[src/include/sw_ils_pkg.sv]
// Package for the switch link service engine: header codes, command
// codes, reject reason codes, delimiter codes and engine states.
// Assumes frames are parsed and framed by surrounding port logic.
package sw_ils_pkg;

  // ----------------------------------------------------------------------
  // Frame header field values
  // ----------------------------------------------------------------------
  localparam logic [7:0] RCTL_REQUEST = 8'h02;
  localparam logic [7:0] RCTL_REPLY = 8'h03;
  localparam logic [7:0] CSCTL_ZERO = 8'h00;
  localparam logic [7:0] TYPE_SW_SVC = 8'h22;
  localparam logic [23:0] FABRIC_CTRL_ID = 24'hFF_FFFD;
  localparam logic [1:0] FRAME_FMT_FT1 = 2'h1;

  // ----------------------------------------------------------------------
  // Delimiter and link control codes
  // ----------------------------------------------------------------------
  localparam logic [1:0] SOF_CODE_F = 2'h1;
  localparam logic [1:0] EOF_CODE_N = 2'h1;
  localparam logic [1:0] EOF_CODE_T = 2'h2;
  localparam logic [1:0] ACK_KIND_1 = 2'h1;

  // ----------------------------------------------------------------------
  // Command codes
  // ----------------------------------------------------------------------
  localparam logic [31:0] CMD_REJECT = 32'h0100_0000;
  localparam logic [31:0] CMD_ACCEPT = 32'h0200_0000;
  localparam logic [31:0] CMD_LINK_PARAM = 32'h1000_0000;
  localparam logic [31:0] CMD_SVC_FIRST = 32'h1100_0000;
  localparam logic [31:0] CMD_SVC_LAST = 32'h1800_0000;
  localparam logic [31:0] CMD_DISCONNECT = 32'h2000_0000;
  localparam logic [31:0] CMD_DEADLOCK = 32'h2100_0000;
  localparam logic [31:0] CMD_VENDOR_FIRST = 32'h7000_0000;
  localparam logic [31:0] CMD_VENDOR_LAST = 32'h7F00_0000;
  localparam logic [31:0] CMD_LOW_MASK = 32'h00FF_FFFF;

  // ----------------------------------------------------------------------
  // Reject reason word layout and codes
  // ----------------------------------------------------------------------
  localparam int RSN_CODE_LSB = 16;
  localparam int RSN_EXPL_LSB = 8;
  localparam logic [7:0] RSN_INVALID_CMD = 8'h01;
  localparam logic [7:0] RSN_BAD_REV = 8'h02;
  localparam logic [7:0] RSN_LOGICAL = 8'h03;
  localparam logic [7:0] RSN_BAD_SIZE = 8'h04;
  localparam logic [7:0] RSN_BUSY = 8'h05;
  localparam logic [7:0] RSN_PROTOCOL = 8'h07;
  localparam logic [7:0] RSN_UNABLE = 8'h09;
  localparam logic [7:0] RSN_NOT_SUPP = 8'h0B;
  localparam logic [7:0] RSN_VENDOR = 8'hFF;
  localparam logic [7:0] EXPL_NONE = 8'h00;
  localparam logic [7:0] EXPL_CLASS_F = 8'h01;
  localparam logic [7:0] EXPL_TOV = 8'h0F;
  localparam logic [7:0] EXPL_DOMAIN = 8'h2A;
  localparam logic [7:0] EXPL_NOT_SUPP = 8'h2C;
  localparam logic [7:0] BYTE_ZERO = 8'h00;

  // ----------------------------------------------------------------------
  // Payload sizes in bytes
  // ----------------------------------------------------------------------
  localparam logic [15:0] LEN_CMD_ONLY = 16'h0004;
  localparam logic [15:0] LEN_REJECT = 16'h0008;
  localparam logic [15:0] LEN_LINK_PARAM_MIN = 16'h0054;

  // ----------------------------------------------------------------------
  // Engine states
  // ----------------------------------------------------------------------
  typedef enum logic [2:0] {
    ST_IDLE = 3'b001,
    ST_TERM = 3'b010,
    ST_SEND = 3'b100
  } eng_state_t;

endpackage

[src/logic/ils_cmd_classifier.sv]
// Command word classifier for internal link service frames.
// Assumes a whole 32-bit first payload word on its input.
`timescale 1ns/10ps
`default_nettype none
module ils_cmd_classifier
  import sw_ils_pkg::*;
(
  input wire logic [31:0] cmd_word,
  output logic known,
  output logic is_link_param,
  output logic is_vendor,
  output logic is_reply
);

  logic low_zero;

  // --------------------------------------------------------------------
  // Decode
  // --------------------------------------------------------------------
  always_comb begin
    low_zero = ((cmd_word & CMD_LOW_MASK) == 32'h0000_0000);
    is_link_param = (cmd_word == CMD_LINK_PARAM);
    is_reply = (cmd_word == CMD_REJECT) || (cmd_word == CMD_ACCEPT);
    is_vendor = low_zero && (cmd_word >= CMD_VENDOR_FIRST)
      && (cmd_word <= CMD_VENDOR_LAST);
    known = is_link_param || is_reply || is_vendor
      || (cmd_word == CMD_DISCONNECT) || (cmd_word == CMD_DEADLOCK)
      || (low_zero && (cmd_word >= CMD_SVC_FIRST) && (cmd_word <= CMD_SVC_LAST));
  end

endmodule // ils_cmd_classifier
`default_nettype wire

[src/logic/switch_link_service_engine.sv]
// Switch link service engine: credit return, Class F acknowledgements,
// service request decode and accept or reject reply generation.
// Assumes frame parsing, CRC and delimiter coding live in the port logic.
//
// Notes on behaviour
// - Freed receive buffer sends one R_RDY
// - Acknowledgements are ACK_1 starting with SOFf
// - ACK_1 ends with EOFn or EOFt only
// - Never produce ACK_0 or ACK_N
// - Service frames are Class F, FT-1 format
// - Routing control 02 request, 03 reply
// - Frame type field is hex 22
// - First payload word is the command code
// - Accept, reject, exchange and service codes
// - Disconnect, deadlock, vendor unique; others reserved
// - Any request may be rejected
// - Reject swaps source and destination identifiers
// - Reject payload: command word, reason word
// - Reason code sits in bits 23..16
// - Unrecognised command gives reason 01
// - Busy gives reason 05
// - Bad payload length gives reason 04
// - Explanation sits in bits 15..8
// - Vendor byte only meaningful for vendor reason
// - Exchange request aborts sequences before accept
// - Exactly one reply per exchange request
// - Exchange uses fabric controller identifiers; the engine neither checks nor sets them, it swaps the request identifiers
// - Credit of one until parameters exchanged
`timescale 1ns/10ps
`default_nettype none
module switch_link_service_engine
  import sw_ils_pkg::*;
#(
  parameter int CREDIT_W = 8
)
(
  input wire logic sys_clk,
  input wire logic resetn,
  input wire logic buf_freed,
  output logic r_rdy_send,
  input wire logic r_rdy_rcvd,
  input wire logic tx_frame_sent,
  input wire logic params_done,
  input wire logic [CREDIT_W-1:0] bb_credit,
  output logic tx_credit_ok,
  input wire logic data_rcvd,
  input wire logic data_last,
  input wire logic [23:0] data_s_id,
  input wire logic [23:0] data_d_id,
  output logic ack_valid,
  input wire logic ack_ready,
  output logic [1:0] ack_kind,
  output logic [1:0] ack_sof,
  output logic [1:0] ack_eof,
  output logic [23:0] ack_s_id,
  output logic [23:0] ack_d_id,
  input wire logic rx_valid,
  output logic rx_ready,
  input wire logic rx_sof_f,
  input wire logic [7:0] rx_r_ctl,
  input wire logic [7:0] rx_type,
  input wire logic [23:0] rx_s_id,
  input wire logic [23:0] rx_d_id,
  input wire logic [15:0] rx_len,
  input wire logic [31:0] rx_cmd,
  input wire logic busy,
  input wire logic force_reject,
  output logic svc_req,
  output logic [31:0] svc_cmd,
  output logic reply_rcvd,
  output logic term_req,
  input wire logic term_done,
  output logic tx_valid,
  input wire logic tx_ready,
  output logic [1:0] tx_sof,
  output logic [1:0] tx_fmt,
  output logic [7:0] tx_r_ctl,
  output logic [7:0] tx_cs_ctl,
  output logic [7:0] tx_type,
  output logic [23:0] tx_s_id,
  output logic [23:0] tx_d_id,
  output logic [31:0] tx_word0,
  output logic [31:0] tx_word1,
  output logic [15:0] tx_len
);

  function automatic logic [31:0] reason_word(input logic [7:0] code, input logic [7:0] expl);
    reason_word = {BYTE_ZERO, code, expl, BYTE_ZERO};
  endfunction

  // --------------------------------------------------------------------
  // Buffer credit
  // --------------------------------------------------------------------
  logic r_rdy_q, r_rdy_d;
  logic [CREDIT_W-1:0] out_q, out_d, limit;

  always_comb begin
    r_rdy_d = buf_freed;
    limit = params_done ? bb_credit : CREDIT_W'(1);
    out_d = out_q;
    if (tx_frame_sent && !r_rdy_rcvd) begin
      out_d = out_q + CREDIT_W'(1);
    end else if (r_rdy_rcvd && !tx_frame_sent && out_q != '0) begin
      out_d = out_q - CREDIT_W'(1);
    end
  end

  always_ff @(posedge sys_clk) begin
    if (!resetn) begin
      r_rdy_q <= 1'b0;
      out_q <= '0;
    end else begin
      r_rdy_q <= r_rdy_d;
      out_q <= out_d;
    end
  end

  assign r_rdy_send = r_rdy_q;
  assign tx_credit_ok = (out_q < limit);

  // --------------------------------------------------------------------
  // Acknowledgements
  // --------------------------------------------------------------------
  logic ack_v_q, ack_v_d, ack_last_q, ack_last_d;
  logic [23:0] ack_s_q, ack_s_d, ack_d_q, ack_d_d;

  always_comb begin
    ack_v_d = ack_v_q;
    ack_last_d = ack_last_q;
    ack_s_d = ack_s_q;
    ack_d_d = ack_d_q;
    if (ack_v_q && ack_ready) begin
      ack_v_d = 1'b0;
    end
    if (data_rcvd && (!ack_v_q || ack_ready)) begin
      ack_v_d = 1'b1;
      ack_last_d = data_last;
      ack_s_d = data_d_id;
      ack_d_d = data_s_id;
    end
  end

  always_ff @(posedge sys_clk) begin
    if (!resetn) begin
      ack_v_q <= 1'b0;
      ack_last_q <= 1'b0;
      ack_s_q <= '0;
      ack_d_q <= '0;
    end else begin
      ack_v_q <= ack_v_d;
      ack_last_q <= ack_last_d;
      ack_s_q <= ack_s_d;
      ack_d_q <= ack_d_d;
    end
  end

  assign ack_valid = ack_v_q;
  assign ack_kind = ACK_KIND_1;
  assign ack_sof = SOF_CODE_F;
  assign ack_eof = ack_last_q ? EOF_CODE_T : EOF_CODE_N;
  assign ack_s_id = ack_s_q;
  assign ack_d_id = ack_d_q;

  // --------------------------------------------------------------------
  // Request decode and reply
  // --------------------------------------------------------------------
  logic c_known, c_link, c_vendor, c_reply;
  eng_state_t st_q, st_d;
  logic [23:0] rs_q, rs_d, rd_q, rd_d;
  logic [31:0] w0_q, w0_d, w1_q, w1_d, svc_q, svc_d;
  logic [15:0] len_q, len_d;
  logic svc_req_q, svc_req_d, rep_q, rep_d, term_q, term_d;
  logic take, is_ils, len_bad;

  ils_cmd_classifier u_class (
    .cmd_word(rx_cmd),
    .known(c_known),
    .is_link_param(c_link),
    .is_vendor(c_vendor),
    .is_reply(c_reply)
  );

  always_comb begin
    rx_ready = (st_q == ST_IDLE);
    take = rx_valid && rx_ready;
    is_ils = rx_sof_f && (rx_type == TYPE_SW_SVC);
    len_bad = (rx_len < LEN_CMD_ONLY) || (rx_len[1:0] != 2'b00)
      || (c_link && rx_len < LEN_LINK_PARAM_MIN);
    st_d = st_q;
    rs_d = rs_q;
    rd_d = rd_q;
    w0_d = w0_q;
    w1_d = w1_q;
    len_d = len_q;
    svc_d = svc_q;
    svc_req_d = 1'b0;
    rep_d = 1'b0;
    term_d = 1'b0;
    case (st_q)
      ST_IDLE: begin
        if (take && is_ils && rx_r_ctl == RCTL_REPLY && c_reply) begin
          rep_d = 1'b1;
        end else if (take && is_ils && rx_r_ctl == RCTL_REQUEST) begin
          rs_d = rx_d_id;
          rd_d = rx_s_id;
          w0_d = CMD_REJECT;
          len_d = LEN_REJECT;
          st_d = ST_SEND;
          if (!c_known || c_reply) begin
            w1_d = reason_word(RSN_INVALID_CMD, EXPL_NONE);
          end else if (busy) begin
            w1_d = reason_word(RSN_BUSY, EXPL_NONE);
          end else if (len_bad) begin
            w1_d = reason_word(RSN_BAD_SIZE, EXPL_NONE);
          end else if (c_vendor) begin
            w1_d = reason_word(RSN_NOT_SUPP, EXPL_NOT_SUPP);
          end else if (force_reject) begin
            w1_d = reason_word(RSN_UNABLE, EXPL_NONE);
          end else begin
            w0_d = CMD_ACCEPT;
            w1_d = '0;
            len_d = LEN_CMD_ONLY;
            if (c_link) begin
              term_d = 1'b1;
              st_d = ST_TERM;
            end else begin
              svc_req_d = 1'b1;
              svc_d = rx_cmd;
            end
          end
        end
      end
      ST_TERM: begin
        if (term_done) begin
          st_d = ST_SEND;
        end
      end
      ST_SEND: begin
        if (tx_ready) begin
          st_d = ST_IDLE;
        end
      end
      default: begin
        st_d = ST_IDLE;
      end
    endcase
  end

  always_ff @(posedge sys_clk) begin
    if (!resetn) begin
      st_q <= ST_IDLE;
      rs_q <= '0;
      rd_q <= '0;
      w0_q <= '0;
      w1_q <= '0;
      len_q <= '0;
      svc_q <= '0;
      svc_req_q <= 1'b0;
      rep_q <= 1'b0;
      term_q <= 1'b0;
    end else begin
      st_q <= st_d;
      rs_q <= rs_d;
      rd_q <= rd_d;
      w0_q <= w0_d;
      w1_q <= w1_d;
      len_q <= len_d;
      svc_q <= svc_d;
      svc_req_q <= svc_req_d;
      rep_q <= rep_d;
      term_q <= term_d;
    end
  end

  assign svc_req = svc_req_q;
  assign svc_cmd = svc_q;
  assign reply_rcvd = rep_q;
  assign term_req = term_q;
  assign tx_valid = (st_q == ST_SEND);
  assign tx_sof = SOF_CODE_F;
  assign tx_fmt = FRAME_FMT_FT1;
  assign tx_r_ctl = RCTL_REPLY;
  assign tx_cs_ctl = CSCTL_ZERO;
  assign tx_type = TYPE_SW_SVC;
  assign tx_s_id = rs_q;
  assign tx_d_id = rd_q;
  assign tx_word0 = w0_q;
  assign tx_word1 = w1_q;
  assign tx_len = len_q;

  // --------------------------------------------------------------------
  // Checks
  // --------------------------------------------------------------------
  a_rrdy_return: assert property (
    @(posedge sys_clk) disable iff (!resetn) buf_freed |=> r_rdy_send)
    else $error("freed buffer gave no credit return");

  a_ack_delims: assert property (
    @(posedge sys_clk) disable iff (!resetn)
    (data_rcvd && !ack_valid && data_last) |=> ack_valid && ack_sof == SOF_CODE_F
      && ack_eof == EOF_CODE_T && ack_kind == ACK_KIND_1 && ack_d_id == $past(data_s_id))
    else $error("acknowledgement framed wrongly");

  a_reply_header: assert property (
    @(posedge sys_clk) disable iff (!resetn)
    tx_valid |-> tx_r_ctl == 8'h03 && tx_cs_ctl == 8'h00 && tx_type == 8'h22)
    else $error("reply header fields wrong");

  a_reject_invalid: assert property (
    @(posedge sys_clk) disable iff (!resetn)
    (take && is_ils && rx_r_ctl == RCTL_REQUEST && !c_known)
      |=> tx_valid && tx_s_id == $past(rx_d_id) && tx_d_id == $past(rx_s_id)
      && tx_word0 == 32'h0100_0000 && tx_word1[23:16] == 8'h01)
    else $error("unrecognised command not rejected properly");

  a_busy_reason: assert property (
    @(posedge sys_clk) disable iff (!resetn)
    (take && is_ils && rx_r_ctl == RCTL_REQUEST && c_known && !c_reply && busy)
      |=> tx_word1 == 32'h0005_0000)
    else $error("busy reason wrong");

  a_size_reason: assert property (
    @(posedge sys_clk) disable iff (!resetn)
    (take && is_ils && rx_r_ctl == RCTL_REQUEST && c_link && !busy && rx_len < 16'h0054)
      |=> tx_word1[23:16] == 8'h04)
    else $error("short exchange not rejected for size");

  a_term_before: assert property (
    @(posedge sys_clk) disable iff (!resetn)
    (!tx_valid && !rx_ready && !term_done) |=> !tx_valid)
    else $error("accept sent before termination");

  a_one_reply: assert property (
    @(posedge sys_clk) disable iff (!resetn)
    (tx_valid && tx_ready) |=> !tx_valid ##1 (!tx_valid || $past(rx_valid && rx_ready)))
    else $error("more than one reply sent");

  a_credit_one: assert property (
    @(posedge sys_clk) disable iff (!resetn)
    (!params_done && out_q != '0) |-> !tx_credit_ok)
    else $error("credit above one before exchange");

endmodule // switch_link_service_engine
`default_nettype wire

[config.mk]
export PLATFORM = sky130hd
export DESIGN_NAME = switch_link_service_engine
export DESIGN_NICKNAME = d
export VERILOG_FILES = /design/src/include/sw_ils_pkg.sv /design/src/logic/ils_cmd_classifier.sv /design/src/logic/switch_link_service_engine.sv
export SDC_FILE = /design/constraint.sdc
export NUM_CORES = 1
export LEC_CHECK = 0
export ABC_CLOCK_PERIOD_IN_PS = 5800
export BUFFER_PORTS_ARGS = -buffer_cell sky130_fd_sc_hd__buf_2
export CAP_MARGIN = 0
export CORE_AREA = 3 3 170 172
export DETAILED_ROUTE_END_ITERATION = 10
export DIE_AREA = 0 0 173 175
export GPL_ROUTABILITY_DRIVEN = 1
export SLEW_MARGIN = 20
export SYNTH_ARGS = -nofsm -noshare
export SYNTH_HDL_FRONTEND = slang
export SYNTH_SLANG_ARGS = --single-unit
[constraint.sdc]
create_clock -name sys_clk -period 5.8 [get_ports sys_clk]
set_input_delay 1.16 -clock sys_clk [delete_from_list [all_inputs] [get_ports sys_clk]]
set_output_delay 1.16 -clock sys_clk [all_outputs]
set_load 0.005 [all_outputs]
==> out/qor.yml <==
run_status:
  status: "complete, no violations"
place:
  io_buffer_count: 331
  dp_hpwl_mm: 14.8
  place_congestion: 0.770
  dp.cells: 1482
  pre_cts_ws_ns: 2.05
sta:
  rsz0062_at_grt: "no"
  slew_viol_final: 0
  hold_viol: 0
  worstMarginPinSlew_ns: 0.983
  fin_tns_setup_ns: 0
  relSlewSlack_pct: 34.5
  fin_ws_ns: 2.17
  fin_crit_sh_pct: 62.6
  skew_ns: 0.0203
  min_period_ns: 3.63
  fmaxAchievable_ghz: 0.275
  setup_viol: 0
layout:
  final_cells: 1514
  diodes: 0
  layout-drive-gt1-share_pct: 33.5
  finalNetCount: 1320
  areaGrowthSynthToFinish_pct: 31.5
  fillers: 3003
clock_tree:
  post_cts_resized: 0
  clk_latency_ns: 0.42
  cts_buffer_depth: 2
  path_clk_slew_ns: 0.07
  holdBufCountCts: 0
  h-tree-depth: 4
  cts_tree: "yes"
  postCtsSetupBuffers: 0
  root_buffer: "clkbuf_16"
  clock_sinks: 151
  cts_buffers: 17
power_and_ir_drop:
  leakage_nw: 4.24
  switching_share_pct: 28.6
  netSwitchingPower_mw: 0.730
  peakVddDrop_uv: 140
  seqPwrFrac_pct: 43.6
  clock_power_share_pct: 41.4
  power_density_nw_per_um2: 291
  internal_power_mw: 1.82
  p_comb_share_pct: 15.1
worst_setup_path:
  critPathKind: "primary input to output port"
  cp.buffers_inverters: 2
  cp-end-kind: "output port"
  required_ns: 4.64
  rr_worst_depth: 6
  critPathMaxStageDelay_ns: 0.27
  worstPathCellList: "buf_2 > nand2_1 > ha_1 > o21a_1 > o21a_1 > o21ai_0 > a21oi_1 > a211oi_1 > buf_2"
  slowest_stage: "ha_1"
  crit_fanout: 8
  path_depth: 9
  start_kind: "primary input"
  endpoint: "tx_credit_ok"
  crit_arrival_ns: 2.47
  r2r_start: "st_q[0]"
  crit_family: "compound AO/OA/AOI/OAI gates"
  crit_start: "params_done"
  reg2reg_to: "svc_cmd[8]"
  rrSetupSlack_ns: 2.99
die:
  row_count: 61
  start_util_pct: 24.2
  ios: 433
  die-area_um2: 30300
  die_h_um: 175
  core_um2: 27600
  dieWidth_um: 173
logic_synthesis:
  synth_edf_count: 0
  yosysSeqAreaShare_pct: 45.3
  yosys-top-cells-area: "dfxtp_1 45%, nand2_1 12%, buf_4 12%"
  synth_cell_types: 46
  synth_common_cells: "215 x nand2_1, 151 x dfxtp_1, 111 x a21oi_1"
  synth-main-ff-cell: "dfxtp_1"
  syn_inst: 821
  synth-seq-cells: 151
  synthMostInstantiatedCell: "nand2_1"
  synth_area_um2: 6670
  ys_async_sr_fraction_pct: 0
  yosysTopAreaCellShare_pct: 45.3
  ys_warn_count: 0
  yosysTopAreaCell: "dfxtp_1"
  avgSynthCellArea_um2: 8.13
run:
  drv_cap: 0
grt:
  gr-usage-all-layers_pct: 12.1
  grt_pass1_wl_mm: 29.9
  grt_remaining_overflow: 0
  grt_pass1_vias: 5798
  grt_max_degree: 63
  antenna_found_initial: 0
routing:
  routed_wl_mm: 19.6
  via_per_inst: 4.10
  avgRoutedWirePerCell_um: 13.0
  first_iter_violations: 169
  drtPass1Iterations: 5
  drc: 0
  via_count: 6206
  ant_nets: 0
worst_hold_path:
  hold_path.class: "flop to flop"
power groups by stage:
stage               Clock [mW]  Sequential, mW  Combinational (mW)
finish                    1.05            1.11               0.384
CTS                       1.10            1.11               0.388
global placement             0            1.14               0.381
global route              1.14            1.12               0.441
detailed placement           0            1.14               0.386
floorplan                    0            1.13               0.297
worst reg2reg max path, cell delays in order, from the launching register on:
cell and delay [ns]:
dfxtp_1 0.40, nor3b_2 0.25, nand4_1 0.21, or3_2 0.45, buf_4 0.33, or4b_4 0.78, and3_1 0.27
flip-flops by register name, summed over array words and instances (netlist names):
register and cells:
ack_d_id 24, ack_last_q 1, ack_s_id 24, ack_valid 1, out_q 8, r_rdy_send 1, reply_rcvd 1, st_q 3
svc_cmd 32, svc_req 1, term_req 1, tx_d_id 24, tx_len 1, tx_s_id 24, tx_word0 1, tx_word1 4
layer usage:
layer / track usage, % / up-vias / wire (µm)
met5: 0 / - / 0
met1: 13.8 / 2810 / 8110
met2: 22.4 / 260 / 9990
met4: 2.94 / 0 / 150
li1: - / 3131 / -
met3: 3.41 / 5 / 1380
cell type report:
class / instances / area, µm² / area share (%)
Clock buffer: 19 / 433 / 4.93
Inverter: 6 / 23.8 / 0.271
Tap cell: 378 / 473 / 5.39
Multi-Input combinational cell: 611 / 3010 / 34.3
Sequential cell: 151 / 3020 / 34.5
Timing Repair Buffer: 336 / 1690 / 19.3
Clock inverter: 13 / 115 / 1.31
layout by cell type (no fill, tap or decap), drive strengths merged, types with 3 or more instances in the layout:
| cell type | count |
|---|---|
| clkbuf | 19 |
| nor3 | 11 |
| o21a | 4 |
| nand2 | 215 |
| and3 | 28 |
| clkinv | 3 |
| buf | 336 |
| a211oi | 3 |
| and2 | 4 |
| o21ai | 15 |
| conb | 101 |
| xor2 | 3 |
| nor2b | 3 |
| nand3b | 4 |
| dfxtp | 151 |
| mux2i | 3 |
| nor3b | 5 |
| nor4b | 4 |
| xnor2 | 4 |
| inv | 11 |
| nand2b | 6 |
| nor4 | 12 |
| a21oi | 111 |
| nand4 | 5 |
| o21bai | 3 |
| ha | 13 |
| clkinvlp | 5 |
| or2 | 3 |
| nor2 | 21 |
| nand3 | 13 |
per-stage QoR:
stage          util (%)  total power, mW  cell area (µm²)  hold slack, ns
5_1_grt            31.8             2.70             8770           0.471
2_1_floorplan         -             1.43             7050           0.448
4_1_cts            31.8             2.60             8770           0.451
3_5_place_dp       29.8             1.52             8230           0.440
6_report           31.8             2.55             8770           0.449
3_3_place_gp       29.8             1.52             8230           0.435
logic make-up (layout without fill, tap and decap cells):
group,after synthesis,count (layout),synth area share (%)
AO/OA/AOI/OAI,148,148,12.1
XOR/XNOR,7,7,0.919
adder cells (fa/ha/maj),14,14,2.74
buffers and inverters,158,374,15.3
flip-flops,151,151,45.3
multiplexers,3,3,0.450
other,2,101,0.113
AND/OR/NAND/NOR,338,338,23.1
how the worst min path moves through the flow:
stage                start           to  slack, ns  cells after the start
2_1_floorplan   tx_d_id[0]   tx_d_id[0]       0.45                      2
3_3_place_gp    tx_s_id[3]   tx_s_id[3]       0.44                      2
3_5_place_dp   tx_s_id[15]  tx_s_id[15]       0.44                      2
4_1_cts         tx_d_id[1]   tx_d_id[1]       0.45                      2
5_1_grt        tx_d_id[19]  tx_d_id[19]       0.47                      2
6_report       tx_s_id[21]  tx_s_id[21]       0.45                      2
Note: power is estimated with default switching activity, not from simulation.
